`src/inc/rwa_pkg.sv`:
```
// constants and types of the receive word aligner
package rwa_pkg;

   // =====================================================================
   // data path widths
   localparam int W_MAX    = 10;
   localparam int W_MIN    = 8;
   localparam int PAT8_LEN = 16;
   localparam int PAT7_LEN = 7;
   localparam logic [3:0] BND_LAST10 = 4'h9;
   localparam logic [3:0] BND_LAST8  = 4'h7;

   // =====================================================================
   // register offsets (byte addresses)
   localparam logic [7:0] OFF_CTRL     = 8'h00;
   localparam logic [7:0] OFF_PATTERN  = 8'h04;
   localparam logic [7:0] OFF_SYNC_CFG = 8'h08;
   localparam logic [7:0] OFF_RLV_CFG  = 8'h0c;
   localparam logic [7:0] OFF_STATUS   = 8'h10;

   // =====================================================================
   // field positions
   localparam int CTRL_MODE_LSB = 0;
   localparam int CTRL_W10_BIT  = 2;
   localparam int CTRL_P7_BIT   = 3;
   localparam int SYNC_ACQ_LSB  = 0;
   localparam int SYNC_LOSE_LSB = 8;
   localparam int SYNC_GOOD_LSB = 16;
   localparam int RLV_IDX_LSB   = 0;
   localparam int ST_SYNC_BIT   = 0;
   localparam int ST_RLV_BIT    = 1;
   localparam int ST_BND_LSB    = 2;
   localparam int ST_STATE_LSB  = 6;
   localparam int ST_ERR_LSB    = 8;

   // =====================================================================
   // reset values
   localparam logic [1:0]  MODE_RST     = 2'h0;
   localparam logic        W10_RST      = 1'h1;
   localparam logic        P7_RST       = 1'h0;
   localparam logic [15:0] PATTERN_RST  = 16'h017c;
   localparam logic [7:0]  ACQ_RST      = 8'h03;
   localparam logic [5:0]  LOSE_RST     = 6'h03;
   localparam logic [7:0]  GOOD_RST     = 8'h03;
   localparam logic [4:0]  RLV_IDX_RST  = 5'h1f;

   // =====================================================================
   // counting constants
   localparam logic [7:0] RLV_STEP8   = 8'h04;
   localparam logic [7:0] RLV_STEP10  = 8'h05;
   localparam logic [7:0] RUN_MAX     = 8'hff;
   localparam logic [1:0] RLV_EXTRA   = 2'h1;
   localparam logic [3:0] ONES_MIN    = 4'h4;
   localparam logic [3:0] ONES_MAX    = 4'h6;

   // =====================================================================
   // modes and states
   typedef enum logic [1:0] {
      MODE_MANUAL = 2'b00,
      MODE_SLIP   = 2'b01,
      MODE_AUTO   = 2'b10
   } rwa_mode_t;

   typedef enum logic [1:0] {
      ST_LOSS = 2'b00,
      ST_ACQ  = 2'b01,
      ST_SYNC = 2'b10
   } rwa_sync_t;

endpackage

```
`src/rwa_rlv.sv`:
```
// run-length violation checker of the receive word aligner
`timescale 1ns/10ps
module rwa_rlv
   import rwa_pkg::*;
(
   input  wire logic       pclk,
   input  wire logic       presetn,
   input  wire logic       dig_reset,
   input  wire logic [9:0] word,
   input  wire logic       w10,
   input  wire logic [4:0] thr_idx,
   output logic            rlv
);

   logic [7:0] run;
   logic       last;
   logic [1:0] hold;
   logic [7:0] next_run;
   logic       next_last;
   logic       hit;
   logic [7:0] thr;

   // =====================================================================
   // serial run count, oldest bit first
   always_comb begin
      // threshold in steps
      thr       = 8'(({3'h0, thr_idx} + 8'h01) * (w10 ? RLV_STEP10 : RLV_STEP8));
      next_run  = run;
      next_last = last;
      hit       = 1'b0;
      // count identical bits
      for (int i = 0; i < W_MAX; i++) begin
         if (w10 || (i < W_MIN)) begin
            if (word[i] == next_last) begin
               if (next_run != RUN_MAX) begin
                  next_run = next_run + 8'h01;
               end
            end else begin
               next_run  = 8'h01;
               next_last = word[i];
            end
            if (next_run >= thr) begin
               hit = 1'b1;
            end
         end
      end
   end

   always_ff @(posedge pclk or negedge presetn) begin
      if (!presetn) begin
         run  <= 8'h00;
         last <= 1'b0;
      end else if (dig_reset) begin
         run  <= 8'h00;
         last <= 1'b0;
      end else begin
         run  <= next_run;
         last <= next_last;
      end
   end

   // stretch to two cycles
   always_ff @(posedge pclk or negedge presetn) begin
      if (!presetn) begin
         rlv  <= 1'b0;
         hold <= 2'h0;
      end else if (dig_reset) begin
         rlv  <= 1'b0;
         hold <= 2'h0;
      end else if (hit) begin
         rlv  <= 1'b1;
         hold <= RLV_EXTRA;
      end else begin
         rlv  <= (hold != 2'h0);
         hold <= (hold != 2'h0) ? 2'(hold - 2'h1) : 2'h0;
      end
   end

   a_rlv_min_width:
      assert property (@(posedge pclk) disable iff (!presetn || dig_reset)
         $rose(rlv) |=> rlv)
      else $error("run-length flag shorter than two cycles");

endmodule // rwa_rlv

```
`src/rwa_top.sv`:
```
// receive word aligner: apb registers, alignment modes, sync state machine
`timescale 1ns/10ps

// Operation
// find pattern, restore word boundary
// three modes, widths and pattern lengths
// 8-bit manual: rising enable starts search
// 8-bit manual: realign only after new edge
// 10-bit manual: search while enable high
// 10-bit manual: enable low keeps boundary
// boundary update pulses sync and pattern
// status pulses share data path latency
// same boundary pattern pulses pattern only
// user drops enable once aligned
// slip rising edge moves boundary one bit
// slipped data matching pulses pattern seen
// user slip controller drives slip requests
// automatic mode uses 10-bit words only
// acquire and lose counts programmable
// good run lowers error count
// automatic: sync after enough code groups
// sync drops after enough error groups
// count identical bits, flag at threshold
// violation flag lasts two cycles minimum
// threshold steps of four or five
// lowest bit received first
// digital reset clears alignment state
module rwa_top
   import rwa_pkg::*;
(
   input  wire logic        pclk,
   input  wire logic        presetn,
   input  wire logic        psel,
   input  wire logic        penable,
   input  wire logic        pwrite,
   input  wire logic [7:0]  paddr,
   input  wire logic [31:0] pwdata,
   output logic      [31:0] prdata,
   output logic             pready,
   output logic             pslverr,
   input  wire logic [9:0]  rx_data_in,
   input  wire logic        dig_reset,
   input  wire logic        search_en,
   input  wire logic        slip_req,
   output logic      [9:0]  rx_data_out,
   output logic             sync_status,
   output logic             pattern_seen,
   output logic             rlv
);

   // =====================================================================
   // declarations
   logic [1:0]  ctrl_mode;
   logic        ctrl_w10;
   logic        ctrl_p7;
   logic [15:0] pattern;
   logic [7:0]  acq_cfg;
   logic [5:0]  lose_cfg;
   logic [7:0]  good_cfg;
   logic [4:0]  rlv_idx;
   logic        access;
   logic        wr_go;
   logic [31:0] rd_data;
   logic [9:0]  p1;
   logic [9:0]  p2;
   logic [29:0] stream;
   logic        eff_w10;
   logic [3:0]  wlast;
   logic [9:0]  m10;
   logic [9:0]  m8;
   logic [9:0]  match;
   logic        any;
   logic [3:0]  pos;
   logic        at_b;
   logic [3:0]  bnd;
   logic [3:0]  next_bnd;
   logic        upd;
   logic        det;
   logic        det_q;
   logic        syn_q;
   logic        armed;
   logic        se_q;
   logic        sl_q;
   logic        se_rise;
   logic        sl_rise;
   logic [9:0]  grp;
   logic        grp_ok;
   rwa_sync_t   st;
   logic [8:0]  acq_cnt;
   logic [6:0]  err_cnt;
   logic [8:0]  good_cnt;
   logic [8:0]  acq_lim;
   logic [6:0]  lose_lim;
   logic [8:0]  good_lim;

   // =====================================================================
   // functions
   function automatic logic addr_ok(input logic [7:0] a);
      addr_ok = (a == OFF_CTRL) || (a == OFF_PATTERN) || (a == OFF_SYNC_CFG) ||
                (a == OFF_RLV_CFG) || (a == OFF_STATUS);
   endfunction

   function automatic logic pat_cmp(input logic [9:0] w, input logic [9:0] p,
                                    input logic p7, input logic inv_ok);
      logic [9:0] mask;
      mask    = p7 ? 10'h07f : 10'h3ff;
      pat_cmp = ((w & mask) == (p & mask)) || (inv_ok && ((~w & mask) == (p & mask)));
   endfunction

   function automatic logic [3:0] first_pos(input logic [9:0] v);
      first_pos = 4'h0;
      for (int i = W_MAX - 1; i >= 0; i--) begin
         if (v[i]) begin
            first_pos = 4'(i);
         end
      end
   endfunction

   function automatic logic ones_ok(input logic [9:0] g);
      logic [3:0] n;
      n = 4'h0;
      for (int i = 0; i < W_MAX; i++) begin
         n = n + {3'h0, g[i]};
      end
      ones_ok = (n >= ONES_MIN) && (n <= ONES_MAX);
   endfunction

   // =====================================================================
   // apb slave, one wait state
   assign access = psel & penable & ~pready;
   assign wr_go  = psel & penable & pready & pwrite & addr_ok(paddr);

   always_ff @(posedge pclk or negedge presetn) begin
      if (!presetn) begin
         pready  <= 1'b0;
         prdata  <= 32'h0000_0000;
         pslverr <= 1'b0;
      end else begin
         pready  <= access;
         pslverr <= access & ~addr_ok(paddr);
         if (access) begin
            prdata <= rd_data;
         end
      end
   end

   always_comb begin
      rd_data = 32'h0000_0000;
      case (paddr)
         OFF_CTRL: begin
            rd_data[CTRL_MODE_LSB +: 2] = ctrl_mode;
            rd_data[CTRL_W10_BIT]       = ctrl_w10;
            rd_data[CTRL_P7_BIT]        = ctrl_p7;
         end
         OFF_PATTERN: rd_data[15:0] = pattern;
         OFF_SYNC_CFG: begin
            rd_data[SYNC_ACQ_LSB +: 8]  = acq_cfg;
            rd_data[SYNC_LOSE_LSB +: 6] = lose_cfg;
            rd_data[SYNC_GOOD_LSB +: 8] = good_cfg;
         end
         OFF_RLV_CFG: rd_data[RLV_IDX_LSB +: 5] = rlv_idx;
         OFF_STATUS: begin
            rd_data[ST_SYNC_BIT]      = sync_status;
            rd_data[ST_RLV_BIT]       = rlv;
            rd_data[ST_BND_LSB +: 4]  = bnd;
            rd_data[ST_STATE_LSB +: 2] = st;
            rd_data[ST_ERR_LSB +: 7]  = err_cnt;
         end
         default: rd_data = 32'h0000_0000;
      endcase
   end

   always_ff @(posedge pclk or negedge presetn) begin
      if (!presetn) begin
         ctrl_mode <= MODE_RST;
         ctrl_w10  <= W10_RST;
         ctrl_p7   <= P7_RST;
         pattern   <= PATTERN_RST;
         acq_cfg   <= ACQ_RST;
         lose_cfg  <= LOSE_RST;
         good_cfg  <= GOOD_RST;
         rlv_idx   <= RLV_IDX_RST;
      end else if (wr_go) begin
         case (paddr)
            OFF_CTRL: begin
               ctrl_mode <= pwdata[CTRL_MODE_LSB +: 2];
               ctrl_w10  <= pwdata[CTRL_W10_BIT];
               ctrl_p7   <= pwdata[CTRL_P7_BIT];
            end
            OFF_PATTERN: pattern <= pwdata[15:0];
            OFF_SYNC_CFG: begin
               acq_cfg  <= pwdata[SYNC_ACQ_LSB +: 8];
               lose_cfg <= pwdata[SYNC_LOSE_LSB +: 6];
               good_cfg <= pwdata[SYNC_GOOD_LSB +: 8];
            end
            OFF_RLV_CFG: rlv_idx <= pwdata[RLV_IDX_LSB +: 5];
            default: ;
         endcase
      end
   end

   // =====================================================================
   // stream window and pattern search
   // automatic mode forces 10-bit
   assign eff_w10 = ctrl_w10 | (ctrl_mode == MODE_AUTO);
   assign wlast   = eff_w10 ? BND_LAST10 : BND_LAST8;
   // older words in lower bits
   assign stream  = eff_w10 ? {rx_data_in, p1, p2} :
                              {6'h00, rx_data_in[7:0], p1[7:0], p2[7:0]};

   always_ff @(posedge pclk or negedge presetn) begin
      if (!presetn) begin
         p1 <= 10'h000;
         p2 <= 10'h000;
      end else begin
         p1 <= rx_data_in;
         p2 <= p1;
      end
   end

   // pattern lengths per width
   for (genvar s = 0; s < W_MAX; s++) begin : g_pos
      assign m10[s] = pat_cmp(stream[s + W_MAX +: W_MAX], pattern[9:0], ctrl_p7,
                              ctrl_mode != MODE_SLIP);
      if (s < W_MIN) begin : g_m8
         assign m8[s] = (stream[s +: PAT8_LEN] == pattern);
      end else begin : g_no8
         assign m8[s] = 1'b0;
      end
   end

   // search all bit positions
   assign match = eff_w10 ? m10 : m8;
   assign any   = |match;
   assign pos   = first_pos(match);
   assign at_b  = match[bnd];

   // =====================================================================
   // boundary control
   assign se_rise = search_en & ~se_q;
   assign sl_rise = slip_req & ~sl_q;

   always_ff @(posedge pclk or negedge presetn) begin
      if (!presetn) begin
         se_q <= 1'b0;
         sl_q <= 1'b0;
      end else begin
         se_q <= search_en;
         sl_q <= slip_req;
      end
   end

   // arm on enable edge
   always_ff @(posedge pclk or negedge presetn) begin
      if (!presetn) begin
         armed <= 1'b0;
      end else if (dig_reset) begin
         armed <= 1'b0;
      end else if (se_rise) begin
         armed <= 1'b1;
      end else if (armed && any) begin
         // one alignment per edge
         armed <= 1'b0;
      end
   end

   always_comb begin
      next_bnd = bnd;
      upd      = 1'b0;
      det      = 1'b0;
      unique case (ctrl_mode)
         MODE_SLIP: begin
            // one bit per slip edge
            if (sl_rise) begin
               next_bnd = (bnd == wlast) ? 4'h0 : 4'(bnd + 4'h1);
            end
            // slipped data matches
            det = at_b;
         end
         MODE_AUTO: begin
            // realign while out of sync
            if ((st != ST_SYNC) && any && !at_b) begin
               next_bnd = pos;
               upd      = 1'b1;
            end
            det = upd | at_b;
         end
         default: begin
            // level search in 10-bit, edge armed in 8-bit
            if ((eff_w10 ? search_en : armed) && any && !at_b) begin
               next_bnd = pos;
               upd      = 1'b1;
            end
            // pattern at current boundary
            det = upd | at_b;
         end
      endcase
   end

   // digital reset clears alignment
   always_ff @(posedge pclk or negedge presetn) begin
      if (!presetn) begin
         bnd <= 4'h0;
      end else if (dig_reset) begin
         bnd <= 4'h0;
      end else begin
         bnd <= next_bnd;
      end
   end

   // =====================================================================
   // synchronization state machine
   assign acq_lim  = {1'b0, acq_cfg} + 9'h001;
   assign lose_lim = {1'b0, lose_cfg} + 7'h01;
   assign good_lim = {1'b0, good_cfg} + 9'h001;
   assign grp      = stream[int'(bnd) + W_MAX +: W_MAX];
   assign grp_ok   = ones_ok(grp);

   always_ff @(posedge pclk or negedge presetn) begin
      if (!presetn) begin
         st       <= ST_LOSS;
         acq_cnt  <= 9'h000;
         err_cnt  <= 7'h00;
         good_cnt <= 9'h000;
      end else if (dig_reset || (ctrl_mode != MODE_AUTO)) begin
         st       <= ST_LOSS;
         acq_cnt  <= 9'h000;
         err_cnt  <= 7'h00;
         good_cnt <= 9'h000;
      end else begin
         unique case (st)
            ST_LOSS: begin
               if (det) begin
                  acq_cnt <= 9'h001;
                  st      <= (acq_lim == 9'h001) ? ST_SYNC : ST_ACQ;
               end
            end
            ST_ACQ: begin
               // acquire count
               if (upd) begin
                  acq_cnt <= 9'h001;
               end else if (at_b) begin
                  acq_cnt <= acq_cnt + 9'h001;
                  if (9'(acq_cnt + 9'h001) == acq_lim) begin
                     st <= ST_SYNC;
                  end
               end else if (!grp_ok) begin
                  acq_cnt <= 9'h000;
                  st      <= ST_LOSS;
               end
            end
            ST_SYNC: begin
               if (!grp_ok) begin
                  // lose after error run
                  good_cnt <= 9'h000;
                  err_cnt  <= err_cnt + 7'h01;
                  if (7'(err_cnt + 7'h01) == lose_lim) begin
                     st      <= ST_LOSS;
                     err_cnt <= 7'h00;
                     acq_cnt <= 9'h000;
                  end
               end else if (9'(good_cnt + 9'h001) == good_lim) begin
                  // good run lowers errors
                  good_cnt <= 9'h000;
                  if (err_cnt != 7'h00) begin
                     err_cnt <= err_cnt - 7'h01;
                  end
               end else begin
                  good_cnt <= good_cnt + 9'h001;
               end
            end
         endcase
      end
   end

   // =====================================================================
   // output pipeline
   // status follows the data word
   always_ff @(posedge pclk or negedge presetn) begin
      if (!presetn) begin
         det_q        <= 1'b0;
         syn_q        <= 1'b0;
         pattern_seen <= 1'b0;
         sync_status  <= 1'b0;
         rx_data_out  <= 10'h000;
      end else begin
         rx_data_out <= eff_w10 ? stream[int'(bnd) +: W_MAX] :
                                  {2'h0, stream[int'(bnd) +: W_MIN]};
         if (dig_reset) begin
            det_q        <= 1'b0;
            syn_q        <= 1'b0;
            pattern_seen <= 1'b0;
            sync_status  <= 1'b0;
         end else begin
            // update pulses sync too
            det_q        <= det;
            syn_q        <= (ctrl_mode == MODE_AUTO) ? (st == ST_SYNC) :
                            ((ctrl_mode != MODE_SLIP) && upd);
            pattern_seen <= det_q;
            sync_status  <= syn_q;
         end
      end
   end

   rwa_rlv u_rlv (
      .pclk      (pclk),
      .presetn   (presetn),
      .dig_reset (dig_reset),
      .word      (rx_data_in),
      .w10       (eff_w10),
      .thr_idx   (rlv_idx),
      .rlv       (rlv)
   );

   // =====================================================================
   // checks
   a_sync_pairs_pat:
      assert property (@(posedge pclk) disable iff (!presetn)
         (ctrl_mode == MODE_MANUAL) && ($past(ctrl_mode, 2) == MODE_MANUAL) && sync_status
         |-> pattern_seen)
      else $error("manual sync pulse without pattern pulse");

   a_pat_latency:
      assert property (@(posedge pclk) disable iff (!presetn)
         det && !dig_reset ##1 !dig_reset |=> pattern_seen)
      else $error("pattern pulse not two cycles after detection");

   a_same_bound:
      assert property (@(posedge pclk) disable iff (!presetn)
         ($past(ctrl_mode, 2) == MODE_MANUAL) && pattern_seen && !sync_status
         |-> $past(bnd, 2) == $past(bnd, 1))
      else $error("pattern-only pulse but boundary moved");

   a_slip_step:
      assert property (@(posedge pclk) disable iff (!presetn)
         (ctrl_mode == MODE_SLIP) && sl_rise && !dig_reset
         |=> bnd == (($past(bnd) == $past(wlast)) ? 4'h0 : 4'($past(bnd) + 4'h1)))
      else $error("slip did not move boundary one bit");

   a_hold_bound:
      assert property (@(posedge pclk) disable iff (!presetn)
         (ctrl_mode == MODE_MANUAL) && eff_w10 && !search_en && !dig_reset
         |=> $stable(bnd))
      else $error("boundary moved with search disabled");

   a_arm_once:
      assert property (@(posedge pclk) disable iff (!presetn)
         (ctrl_mode == MODE_MANUAL) && !eff_w10 && !armed && !dig_reset
         |=> $stable(bnd))
      else $error("8-bit realign without enable edge");

   a_acq_reach:
      assert property (@(posedge pclk) disable iff (!presetn)
         $rose(st == ST_SYNC) |-> ($past(acq_cnt) == 9'(acq_lim - 9'h001)))
      else $error("sync acquired at wrong group count");

   a_lose_reach:
      assert property (@(posedge pclk) disable iff (!presetn)
         $fell(st == ST_SYNC) && !$past(dig_reset) && ($past(ctrl_mode) == MODE_AUTO)
         |-> ($past(err_cnt) == 7'(lose_lim - 7'h01)))
      else $error("sync lost at wrong error count");

   a_dig_clear:
      assert property (@(posedge pclk) disable iff (!presetn)
         dig_reset |=> !pattern_seen && !sync_status && (bnd == 4'h0) && (err_cnt == 7'h00))
      else $error("digital reset left aligner state");

endmodule // rwa_top

```
`config.mk`:
```
export PLATFORM = sky130hd
export DESIGN_NAME = rwa_top
export DESIGN_NICKNAME = d
export VERILOG_FILES = /design/src/inc/rwa_pkg.sv /design/src/rwa_rlv.sv /design/src/rwa_top.sv
export SDC_FILE = /design/constraint.sdc
export NUM_CORES = 1
export LEC_CHECK = 0
export BUFFER_PORTS_ARGS = -buffer_cell sky130_fd_sc_hd__buf_2
export CAP_MARGIN = 15
export CORE_UTILIZATION = 25
export DETAILED_ROUTE_END_ITERATION = 10
export GPL_TIMING_DRIVEN = 0
export PLACE_DENSITY = 0.47
export REMOVE_ABC_BUFFERS = 1
export SYNTH_ARGS = -nofsm -noshare
export SYNTH_HDL_FRONTEND = slang
export SYNTH_HIERARCHICAL = 1
export SYNTH_SLANG_ARGS = --single-unit
```
`constraint.sdc`:
```
create_clock -name pclk -period 16.7 [get_ports pclk]
set_input_delay 3.34 -clock pclk [delete_from_list [all_inputs] [get_ports pclk]]
set_output_delay 3.34 -clock pclk [all_outputs]
set_load 0.02 [all_outputs]
```
==> results of run 1 <==
-- state kept, by name, indices dropped and copies added (netlist names), 4 cells and up --
signal and cells:
prdata 24, pattern 16, p1 10, p2 10, rx_data_out 10, acq_cnt 9
good_cnt 9, acq_cfg 8, good_cfg 8, u_rlv/run 8, err_cnt 7, lose_cfg 6
rlv_idx 5, bnd 4
-- through the flow --
step           power, mW  instance area (µm²)  setup TNS (ns)  utilization  setup slack (ns)
6_report            1.20                22900               0        0.285             0.726
3_3_place_gp       0.747                21200          -31.75        0.264             -4.73
5_1_grt             1.27                22900         -0.0729        0.285           -0.0524
4_1_cts             1.20                22500               0        0.280            0.0419
3_5_place_dp       0.750                21500          -30.58        0.268             -4.65
2_1_floorplan      0.633                19400         -0.0361            -           -0.0361
-- cell usage in the layout (no fill, tap or decap), types with 41 or more instances in the layout --
master                    instances
sky130_fd_sc_hd__nand2_1        219
sky130_fd_sc_hd__xnor2_1        189
sky130_fd_sc_hd__o21ai_0        166
sky130_fd_sc_hd__nor2_1         144
sky130_fd_sc_hd__dfrtp_1        134
sky130_fd_sc_hd__a21oi_1        116
sky130_fd_sc_hd__ha_1           111
sky130_fd_sc_hd__nand3_1         89
sky130_fd_sc_hd__buf_2           86
sky130_fd_sc_hd__inv_1           85
sky130_fd_sc_hd__xor2_1          71
sky130_fd_sc_hd__nor3_1          55
sky130_fd_sc_hd__mux2i_1         46
sky130_fd_sc_hd__nand4_1         44
sky130_fd_sc_hd__a31oi_1         42
sky130_fd_sc_hd__nor4_1          41
sky130_fd_sc_hd__buf_4           41
-- per-layer routing --
| metal | vias up | GRT usage |
|---|---|---|
| li1 | 9342 | - |
| met1 | 9664 | 0.253 |
| met2 | 620 | 0.288 |
| met3 | 119 | 0.0221 |
| met4 | 0 | 0.0481 |
| met5 | - | 0 |
-- worst paths after layout --
kind	start	end	slack [ns]	depth (start not counted)
max in group asynchronous	presetn	pattern[8]$_DFFE_PN1P_	12.96	2
max	rx_data_in[0]	u_rlv/hold[1]$_DFF_PN0_	0.73	76
min reg2reg	syn_q$_DFF_PN0_	sync_status$_DFF_PN0_	0.46	1
min	syn_q$_DFF_PN0_	sync_status$_DFF_PN0_	0.46	1
min in group asynchronous	presetn	prdata[22]$_DFFE_PN0P_	2.84	1
max reg2reg	u_rlv/run[0]$_DFF_PN0_	u_rlv/hold[1]$_DFF_PN0_	2.29	77
-- area by class of cell --
cell class,instances,area [µm²],share of cell area
clock inverter,14,159,0.00694
clock buffer,18,439,0.0192
inverter,102,389,0.0170
antenna,2,5.00,0.000219
multi-input combinational,2106,15600,0.682
timing repair buffer,145,1120,0.0490
sequential,153,3850,0.168
tap,1060,1330,0.0579
-- power breakdown --
| group | internal (mW) | switching [mW] |
|---|---|---|
| clock network | 0.228 | 0.181 |
| logic | 0.154 | 0.239 |
| registers | 0.379 | 0.0218 |
-- worst reg2reg max path: cells and delay by family, from the launching register on --
| kind | cells | cell delay (ns) |
|---|---|---|
| flops | 1 | 0.54 |
| simple gates | 31 | 5.32 |
| fa+ha+maj | 10 | 2.37 |
| mux | 1 | 0.10 |
| buf+inv | 11 | 1.43 |
| compound gates | 21 | 4.17 |
| xor+xnor | 3 | 0.43 |
-- kinds of logic after synthesis --
group | Yosys count | share of synthesized area
and+or+nand+nor | 906 | 0.246
AOI/OAI and AO/OA | 694 | 0.240
buffers and inverters | 281 | 0.0625
xor gates and xnor gates | 267 | 0.117
DFF | 153 | 0.190
adders and majority gates | 127 | 0.0810
muxes | 104 | 0.0641
other | 1 | 0.000185
-- timing repair --
| item | 4_1_cts | 5_1_grt |
|---|---|---|
| buffers inserted | 19 | 21 |
| hold endpoints to repair | 0 | 0 |
| resized for setup | 57 | 35 |
| pin swaps | 20 | 23 |
| hold buffers | 0 | 0 |
| endpoints found under the setup margin | 11 | 3 |
| gates cloned | 0 | 0 |
==> impl_metrics.xml, run 1 <==
<?xml version="1.0" encoding="UTF-8"?>
<metrics>
  <group name="power">
    <metric name="vdd.ir_drop.worst" unit="mV">0.0582</metric>
    <metric name="total_leakage_power" unit="nW">9.08</metric>
    <metric name="power-per-cell-area" unit="nW/µm²">52.5</metric>
  </group>
  <group name="logic_synthesis">
    <metric name="yosysTopAreaCellShare" unit="">0.167</metric>
    <metric name="yosys-top-cells-count" unit="">222 x sky130_fd_sc_hd__nand2_1, 193 x sky130_fd_sc_hd__xnor2_1, 167 x sky130_fd_sc_hd__o21ai_0</metric>
    <metric name="yosys-top-cells-area" unit="">sky130_fd_sc_hd__dfrtp_1 17%, sky130_fd_sc_hd__xnor2_1 8.3%, sky130_fd_sc_hd__ha_1 7.4%</metric>
    <metric name="asyncSetResetFlopFracSynth" unit="">1.00</metric>
    <metric name="synth.distinct_cells" unit="">139</metric>
    <metric name="yosys_warnings" unit="">6</metric>
    <metric name="ys_ff_latch" unit="">153</metric>
    <metric name="synth_top_cell_by_area" unit="">sky130_fd_sc_hd__dfrtp_1</metric>
    <metric name="synth.avg_cell_area" unit="µm²">8.00</metric>
    <metric name="yosysMostFrequentCell" unit="">sky130_fd_sc_hd__nand2_1</metric>
    <metric name="seq_area_frac_synth" unit="">0.190</metric>
    <metric name="number_of_enable_flip_flop_cells_after_synthesis" unit="">0</metric>
    <metric name="post_synth_inst_count" unit="">2533</metric>
    <metric name="postSynth.topFlopCell" unit="">sky130_fd_sc_hd__dfrtp_1</metric>
    <metric name="synth.cell_area" unit="µm²">20300</metric>
  </group>
  <group name="sta">
    <metric name="finalCriticalPeriod" unit="ns">15.97</metric>
    <metric name="final.period_utilization" unit="">0.957</metric>
    <metric name="max_freq" unit="MHz">62.6</metric>
    <metric name="setup_violations" unit="">0</metric>
    <metric name="fin_worst_hold_slack" unit="ns">0.462</metric>
    <metric name="timing.max_slew.rel_slack" unit="">0.230</metric>
    <metric name="timing_max_transition_violations_final" unit="">0</metric>
    <metric name="final_hold_viol_count" unit="">0</metric>
    <metric name="max_slew.worst_pin.slew" unit="ns">1.16</metric>
    <metric name="clock-skew-final" unit="ns">0.0219</metric>
  </group>
  <group name="worst_setup_path">
    <metric name="critPathBufInv" unit="">12</metric>
    <metric name="critPathMaxStageDelay" unit="ns">0.42</metric>
    <metric name="worstSetupPathType" unit="">in2reg</metric>
    <metric name="timing.critical_path.arrival" unit="ns">16.35</metric>
    <metric name="timing.critical_path.from_type" unit="">input port</metric>
    <metric name="crit_path_end_kind" unit="">flop</metric>
    <metric name="critical-path-top-delay-family" unit="">simple AND/OR/NAND/NOR gates</metric>
    <metric name="worst-endpoint-required" unit="ns">17.08</metric>
    <metric name="timing.critical_path.slowest_stage_cell" unit="">sky130_fd_sc_hd__or3_4</metric>
    <metric name="cp_common_cell" unit="">sky130_fd_sc_hd__ha_4</metric>
    <metric name="critPathMaxFanout" unit="">18</metric>
  </group>
  <group name="clock_tree">
    <metric name="clk_pin_slew_worst_paths" unit="ns">0.07</metric>
    <metric name="clock_tree_from_tritoncts" unit="">built</metric>
    <metric name="cts.sinks" unit="">153</metric>
    <metric name="cts.root.buffer_cell" unit="">sky130_fd_sc_hd__clkbuf_16</metric>
    <metric name="clock_latency" unit="ns">0.46</metric>
    <metric name="max-clock-path-buffers" unit="">2</metric>
    <metric name="cts.htree.levels" unit="">4</metric>
    <metric name="cts_inserted_buffers" unit="">17</metric>
  </group>
  <group name="detailed_routing">
    <metric name="drt-vias-per-instance" unit="">5.48</metric>
    <metric name="drt-initial-drc-count" unit="">1739</metric>
    <metric name="met3_length" unit="mm">4.29</metric>
    <metric name="detail_route.wirelength" unit="mm">75.7</metric>
    <metric name="detail-route-antenna-nets" unit="">0</metric>
    <metric name="routed-via-count" unit="">19745</metric>
    <metric name="remaining_drc_errors" unit="">0</metric>
    <metric name="drt_first_pass_iters" unit="">6</metric>
    <metric name="wl_per_cell" unit="µm">21.0</metric>
    <metric name="met2_wirelength" unit="mm">34.5</metric>
    <metric name="route.top_layer_used" unit="">met4</metric>
    <metric name="m1WireLength" unit="mm">35.3</metric>
  </group>
  <group name="global_route">
    <metric name="grt_max_degree" unit="">88</metric>
    <metric name="grt_first_pass_wirelength" unit="mm">116</metric>
    <metric name="vias_in_the_first_global_route" unit="">18822</metric>
    <metric name="grt_antenna_before_repair" unit="">6</metric>
    <metric name="grt_overflow" unit="">0</metric>
    <metric name="grt_use_total" unit="">0.180</metric>
  </group>
  <group name="floorplanning">
    <metric name="dieHeight" unit="µm">287</metric>
    <metric name="initial_core_util" unit="">0.252</metric>
    <metric name="placement_rows" unit="">104</metric>
    <metric name="die_area" unit="µm²">82200</metric>
    <metric name="core-area" unit="µm²">80300</metric>
    <metric name="io_pins" unit="">105</metric>
    <metric name="width_of_the_die" unit="µm">287</metric>
  </group>
  <group name="placed_design">
    <metric name="place.gp.congestion" unit="">0.847</metric>
    <metric name="buffer_ports.inserted" unit="">88</metric>
    <metric name="post-place-cells" unit="">3523</metric>
    <metric name="hpwlAfterDp" unit="mm">54.0</metric>
  </group>
  <group name="finish">
    <metric name="final_net_count" unit="">2710</metric>
    <metric name="syn2layout_area_growth" unit="%">13.0</metric>
    <metric name="number_of_standard_cells_in_the_layout_taps_in_and_fillers_out" unit="">3600</metric>
    <metric name="fillCellCount" unit="">8684</metric>
    <metric name="layout-drive-gt1-share" unit="">0.167</metric>
  </group>
  <group name="status">
    <metric name="run_status" unit="">completed</metric>
  </group>
  <group name="min_path">
    <metric name="worstHoldPathType" unit="">reg2reg</metric>
  </group>
  <group name="flow_run">
    <metric name="timing.max_cap.violations" unit="">0</metric>
  </group>
</metrics>
No activity file was read; power rests on OpenSTA's default activity.
==> run 2: changes to the inputs <==
ABC_AREA = 1   (was default)
==> impl_metrics.xml, run 2 <==
<?xml version="1.0" encoding="UTF-8"?>
<metrics>
  <group name="sta">
    <metric name="finalSetupTns" unit="ns">0</metric>
    <metric name="timing_max_transition_violations_final" unit="">0</metric>
    <metric name="finalCriticalPeriod" unit="ns">15.44</metric>
    <metric name="final_hold_viol_count" unit="">0</metric>
    <metric name="setup_violations" unit="">0</metric>
    <metric name="grt_setup_unrepaired" unit="">false</metric>
    <metric name="clock-skew-final" unit="ns">0.0152</metric>
    <metric name="fin_worst_hold_slack" unit="ns">0.446</metric>
    <metric name="max_freq" unit="MHz">64.7</metric>
    <metric name="max_slew.worst_pin.slew" unit="ns">1.24</metric>
    <metric name="timing.max_slew.rel_slack" unit="">0.171</metric>
    <metric name="final.period_utilization" unit="">0.925</metric>
  </group>
  <group name="finish">
    <metric name="num_antenna_cells" unit="">0</metric>
    <metric name="most_common_cell_after_layout_fill_and_taps_aside" unit="">sky130_fd_sc_hd__nand2_1</metric>
    <metric name="final_area" unit="µm²">21600</metric>
    <metric name="area_used_by_multi_input_combinational_logic" unit="µm²">13900</metric>
    <metric name="largest_reg_flops" unit="">24</metric>
    <metric name="fillCellCount" unit="">8856</metric>
    <metric name="register_area" unit="µm²">3850</metric>
    <metric name="layout-drive-gt1-share" unit="">0.0988</metric>
    <metric name="layout_top_registers" unit="">prdata x24, pattern x16</metric>
    <metric name="top_register_by_number_of_flip_flops" unit="">prdata</metric>
    <metric name="syn2layout_area_growth" unit="%">10.1</metric>
    <metric name="final_net_count" unit="">3401</metric>
    <metric name="layout.cells.most_common_list" unit="">1,076 x sky130_fd_sc_hd__nand2_1, 292 x sky130_fd_sc_hd__inv_1, 286 x sky130_fd_sc_hd__nor2_1</metric>
  </group>
  <group name="power">
    <metric name="total_leakage_power" unit="nW">10.9</metric>
    <metric name="combPwrFrac" unit="">0.288</metric>
    <metric name="seq_power_share" unit="">0.348</metric>
    <metric name="switching_power" unit="mW">0.414</metric>
    <metric name="power-per-cell-area" unit="nW/µm²">51.9</metric>
    <metric name="clock_power_share" unit="">0.365</metric>
    <metric name="cellInternalPower" unit="mW">0.709</metric>
    <metric name="total_power" unit="mW">1.12</metric>
    <metric name="vdd.ir_drop.worst" unit="mV">0.0694</metric>
    <metric name="p_sw_frac" unit="">0.369</metric>
  </group>
  <group name="status">
    <metric name="run_status" unit="">completed</metric>
  </group>
  <group name="global_route">
    <metric name="grt_first_pass_wirelength" unit="mm">116</metric>
    <metric name="grt_antenna_before_repair" unit="">5</metric>
    <metric name="grt_use_total" unit="">0.189</metric>
    <metric name="grt_max_degree" unit="">100</metric>
    <metric name="vias_in_the_first_global_route" unit="">19456</metric>
    <metric name="grt_overflow" unit="">0</metric>
  </group>
  <group name="logic_synthesis">
    <metric name="number_of_enable_flip_flop_cells_after_synthesis" unit="">0</metric>
    <metric name="synth.avg_cell_area" unit="µm²">6.08</metric>
    <metric name="synth_fa_ha_area_frac" unit="">0.0835</metric>
    <metric name="synth_xor_xnor_area_share" unit="">0.0623</metric>
    <metric name="synth.area.mux_share" unit="">0.00255</metric>
    <metric name="yosys-top-cells-area" unit="">sky130_fd_sc_hd__nand2_1 21%, sky130_fd_sc_hd__dfrtp_1 17%, sky130_fd_sc_hd__ha_1 7.6%</metric>
    <metric name="complex_gate_fraction_of_the_synthesized_area" unit="">0.137</metric>
    <metric name="synth.cell_area" unit="µm²">19700</metric>
    <metric name="yosys-top-cells-count" unit="">1,076 x sky130_fd_sc_hd__nand2_1, 292 x sky130_fd_sc_hd__inv_1, 290 x sky130_fd_sc_hd__nor2_1</metric>
    <metric name="ys_ff_latch" unit="">153</metric>
    <metric name="yosysMostFrequentCell" unit="">sky130_fd_sc_hd__nand2_1</metric>
    <metric name="synth.distinct_cells" unit="">61</metric>
    <metric name="post_synth_inst_count" unit="">3233</metric>
    <metric name="yosysTopAreaCellShare" unit="">0.205</metric>
    <metric name="synthSimpleGateAreaFrac" unit="">0.418</metric>
    <metric name="synth_top_family_by_area" unit="">simple AND/OR/NAND/NOR gates</metric>
    <metric name="postSynth.topFlopCell" unit="">sky130_fd_sc_hd__dfrtp_1</metric>
    <metric name="asyncSetResetFlopFracSynth" unit="">1.00</metric>
    <metric name="synth_top_cell_by_area" unit="">sky130_fd_sc_hd__nand2_1</metric>
    <metric name="yosys_warnings" unit="">6</metric>
    <metric name="seq_area_frac_synth" unit="">0.196</metric>
  </group>
  <group name="floorplanning">
    <metric name="placement_rows" unit="">102</metric>
    <metric name="die_area" unit="µm²">79800</metric>
    <metric name="core-area" unit="µm²">77600</metric>
    <metric name="width_of_the_die" unit="µm">282</metric>
    <metric name="io_pins" unit="">105</metric>
    <metric name="initial_core_util" unit="">0.253</metric>
    <metric name="dieHeight" unit="µm">282</metric>
  </group>
  <group name="worst_setup_path">
    <metric name="worst-endpoint-required" unit="ns">17.07</metric>
    <metric name="startpoint" unit="">rx_data_in[0]</metric>
    <metric name="worstSetupPathType" unit="">in2reg</metric>
    <metric name="critPathMaxFanout" unit="">10</metric>
    <metric name="timing.critical_path.slowest_stage_cell" unit="">sky130_fd_sc_hd__ha_1</metric>
    <metric name="rr_startpoint" unit="">u_rlv/run[1]$_DFF_PN0_</metric>
    <metric name="timing.critical_path.from_type" unit="">input port</metric>
    <metric name="cp_common_cell" unit="">sky130_fd_sc_hd__nand2_1</metric>
    <metric name="critPathMaxStageDelay" unit="ns">0.28</metric>
    <metric name="timing.critical_path.arrival" unit="ns">15.81</metric>
    <metric name="crit_path_end_kind" unit="">flop</metric>
  </group>
  <group name="placed_design">
    <metric name="buffer_ports.inserted" unit="">88</metric>
    <metric name="hpwlAfterDp" unit="mm">54.8</metric>
    <metric name="dpl-instance-area" unit="µm²">20900</metric>
    <metric name="place.gp.congestion" unit="">0.878</metric>
  </group>
  <group name="detailed_routing">
    <metric name="drt-vias-per-instance" unit="">4.84</metric>
    <metric name="remaining_drc_errors" unit="">0</metric>
    <metric name="routed-via-count" unit="">20664</metric>
    <metric name="drt-initial-drc-count" unit="">1863</metric>
    <metric name="drt_first_pass_iters" unit="">5</metric>
    <metric name="detail-route-antenna-nets" unit="">0</metric>
    <metric name="detail_route.wirelength" unit="mm">75.3</metric>
    <metric name="wl_per_cell" unit="µm">17.6</metric>
  </group>
  <group name="clock_tree">
    <metric name="max-clock-path-buffers" unit="">2</metric>
    <metric name="cts_hold_repair.buffers" unit="">0</metric>
    <metric name="clk_pin_slew_worst_paths" unit="ns">0.06</metric>
    <metric name="cts.htree.levels" unit="">4</metric>
    <metric name="cts.root.buffer_cell" unit="">sky130_fd_sc_hd__clkbuf_16</metric>
    <metric name="cts_inserted_buffers" unit="">17</metric>
    <metric name="clock_latency" unit="ns">0.49</metric>
    <metric name="clock_tree_from_tritoncts" unit="">built</metric>
    <metric name="cts.sinks" unit="">153</metric>
  </group>
  <group name="min_path">
    <metric name="worstHoldPathType" unit="">reg2reg</metric>
    <metric name="worst_hold_startpoint" unit="">p1[0]$_DFF_PN0_</metric>
  </group>
  <group name="flow_run">
    <metric name="timing.max_cap.violations" unit="">0</metric>
  </group>
</metrics>
-- run 2: changes by cell type after synthesis, moves of 38 or more --
cell,change
sky130_fd_sc_hd__nand2_1,+854
sky130_fd_sc_hd__mux2_2,-38
sky130_fd_sc_hd__mux2i_1,-41
sky130_fd_sc_hd__nand2_2,+51
sky130_fd_sc_hd__a21oi_1,-41
sky130_fd_sc_hd__inv_1,+203
sky130_fd_sc_hd__nand3_1,+177
sky130_fd_sc_hd__xnor2_1,-178
sky130_fd_sc_hd__nor2_1,+135
sky130_fd_sc_hd__xor2_1,+52
sky130_fd_sc_hd__nand2b_1,-40
-- run 2: timing repair --
action	in CTS	in global routing
setup endpoints to repair	0	3
resized for setup	0	5
setup buffers	0	2
-- run 2: worst paths after layout --
check	to	slack, ns	cells after the start
worst max-delay path	u_rlv/rlv$_DFF_PN0_	1.26	82
worst min-delay path	p2[0]$_DFF_PN0_	0.45	0
worst max register to register	u_rlv/rlv$_DFF_PN0_	3.49	84
worst min register to register	p2[0]$_DFF_PN0_	0.45	0
max in group asynchronous	rlv_idx[2]$_DFFE_PN1P_	13.01	2
min in group asynchronous	rx_data_out[3]$_DFF_PN0_	2.78	1
-- run 2: worst max-delay path: cells and delay by family --
family | cells | cell delay [ns]
AOI/OAI and AO/OA | 11 | 1.75
xor gates and xnor gates | 1 | 0.21
and+or+nand+nor | 47 | 6.92
adders and majority gates | 10 | 2.27
buffers and inverters | 13 | 1.32
-- run 2: power groups by stage --
stage | Clock, mW | Combinational (mW) | Sequential, mW
finish | 0.409 | 0.323 | 0.390
global route | 0.435 | 0.367 | 0.392
CTS | 0.422 | 0.324 | 0.390
detailed placement | 0 | 0.321 | 0.397
global placement | 0 | 0.319 | 0.397
floorplan | 0 | 0.219 | 0.399
-- run 2: cell type report --
cell class,count,share of cell area
multi-input combinational,2610,0.642
sequential,153,0.178
clock inverter,14,0.00769
inverter,328,0.0569
clock buffer,18,0.0198
tap,1040,0.0601
timing repair buffer,106,0.0350
-- run 2: metal layers --
metal,GRT usage,vias up,wire [µm]
li1,-,10443,-
met1,0.259,9515,35400
met2,0.306,611,34100
met3,0.0293,91,4430
met4,0.0514,4,1390
met5,0,-,25
-- run 2: logic make-up after synthesis --
logic type,Yosys count
adders and majority gates,127
buffers and inverters,477
and+or+nand+nor,1873
AOI/OAI and AO/OA,458
DFF,153
xor gates and xnor gates,139
muxes,5
other,1
-- run 2: metrics by stage --
stage	utilization	cells	setup WS, ns
2_1_floorplan	-	3091	2.94
3_3_place_gp	0.267	4219	0.163
3_5_place_dp	0.270	4231	0.231
4_1_cts	0.278	4263	0.717
5_1_grt	0.279	4269	0.0490
6_report	0.279	4269	1.26
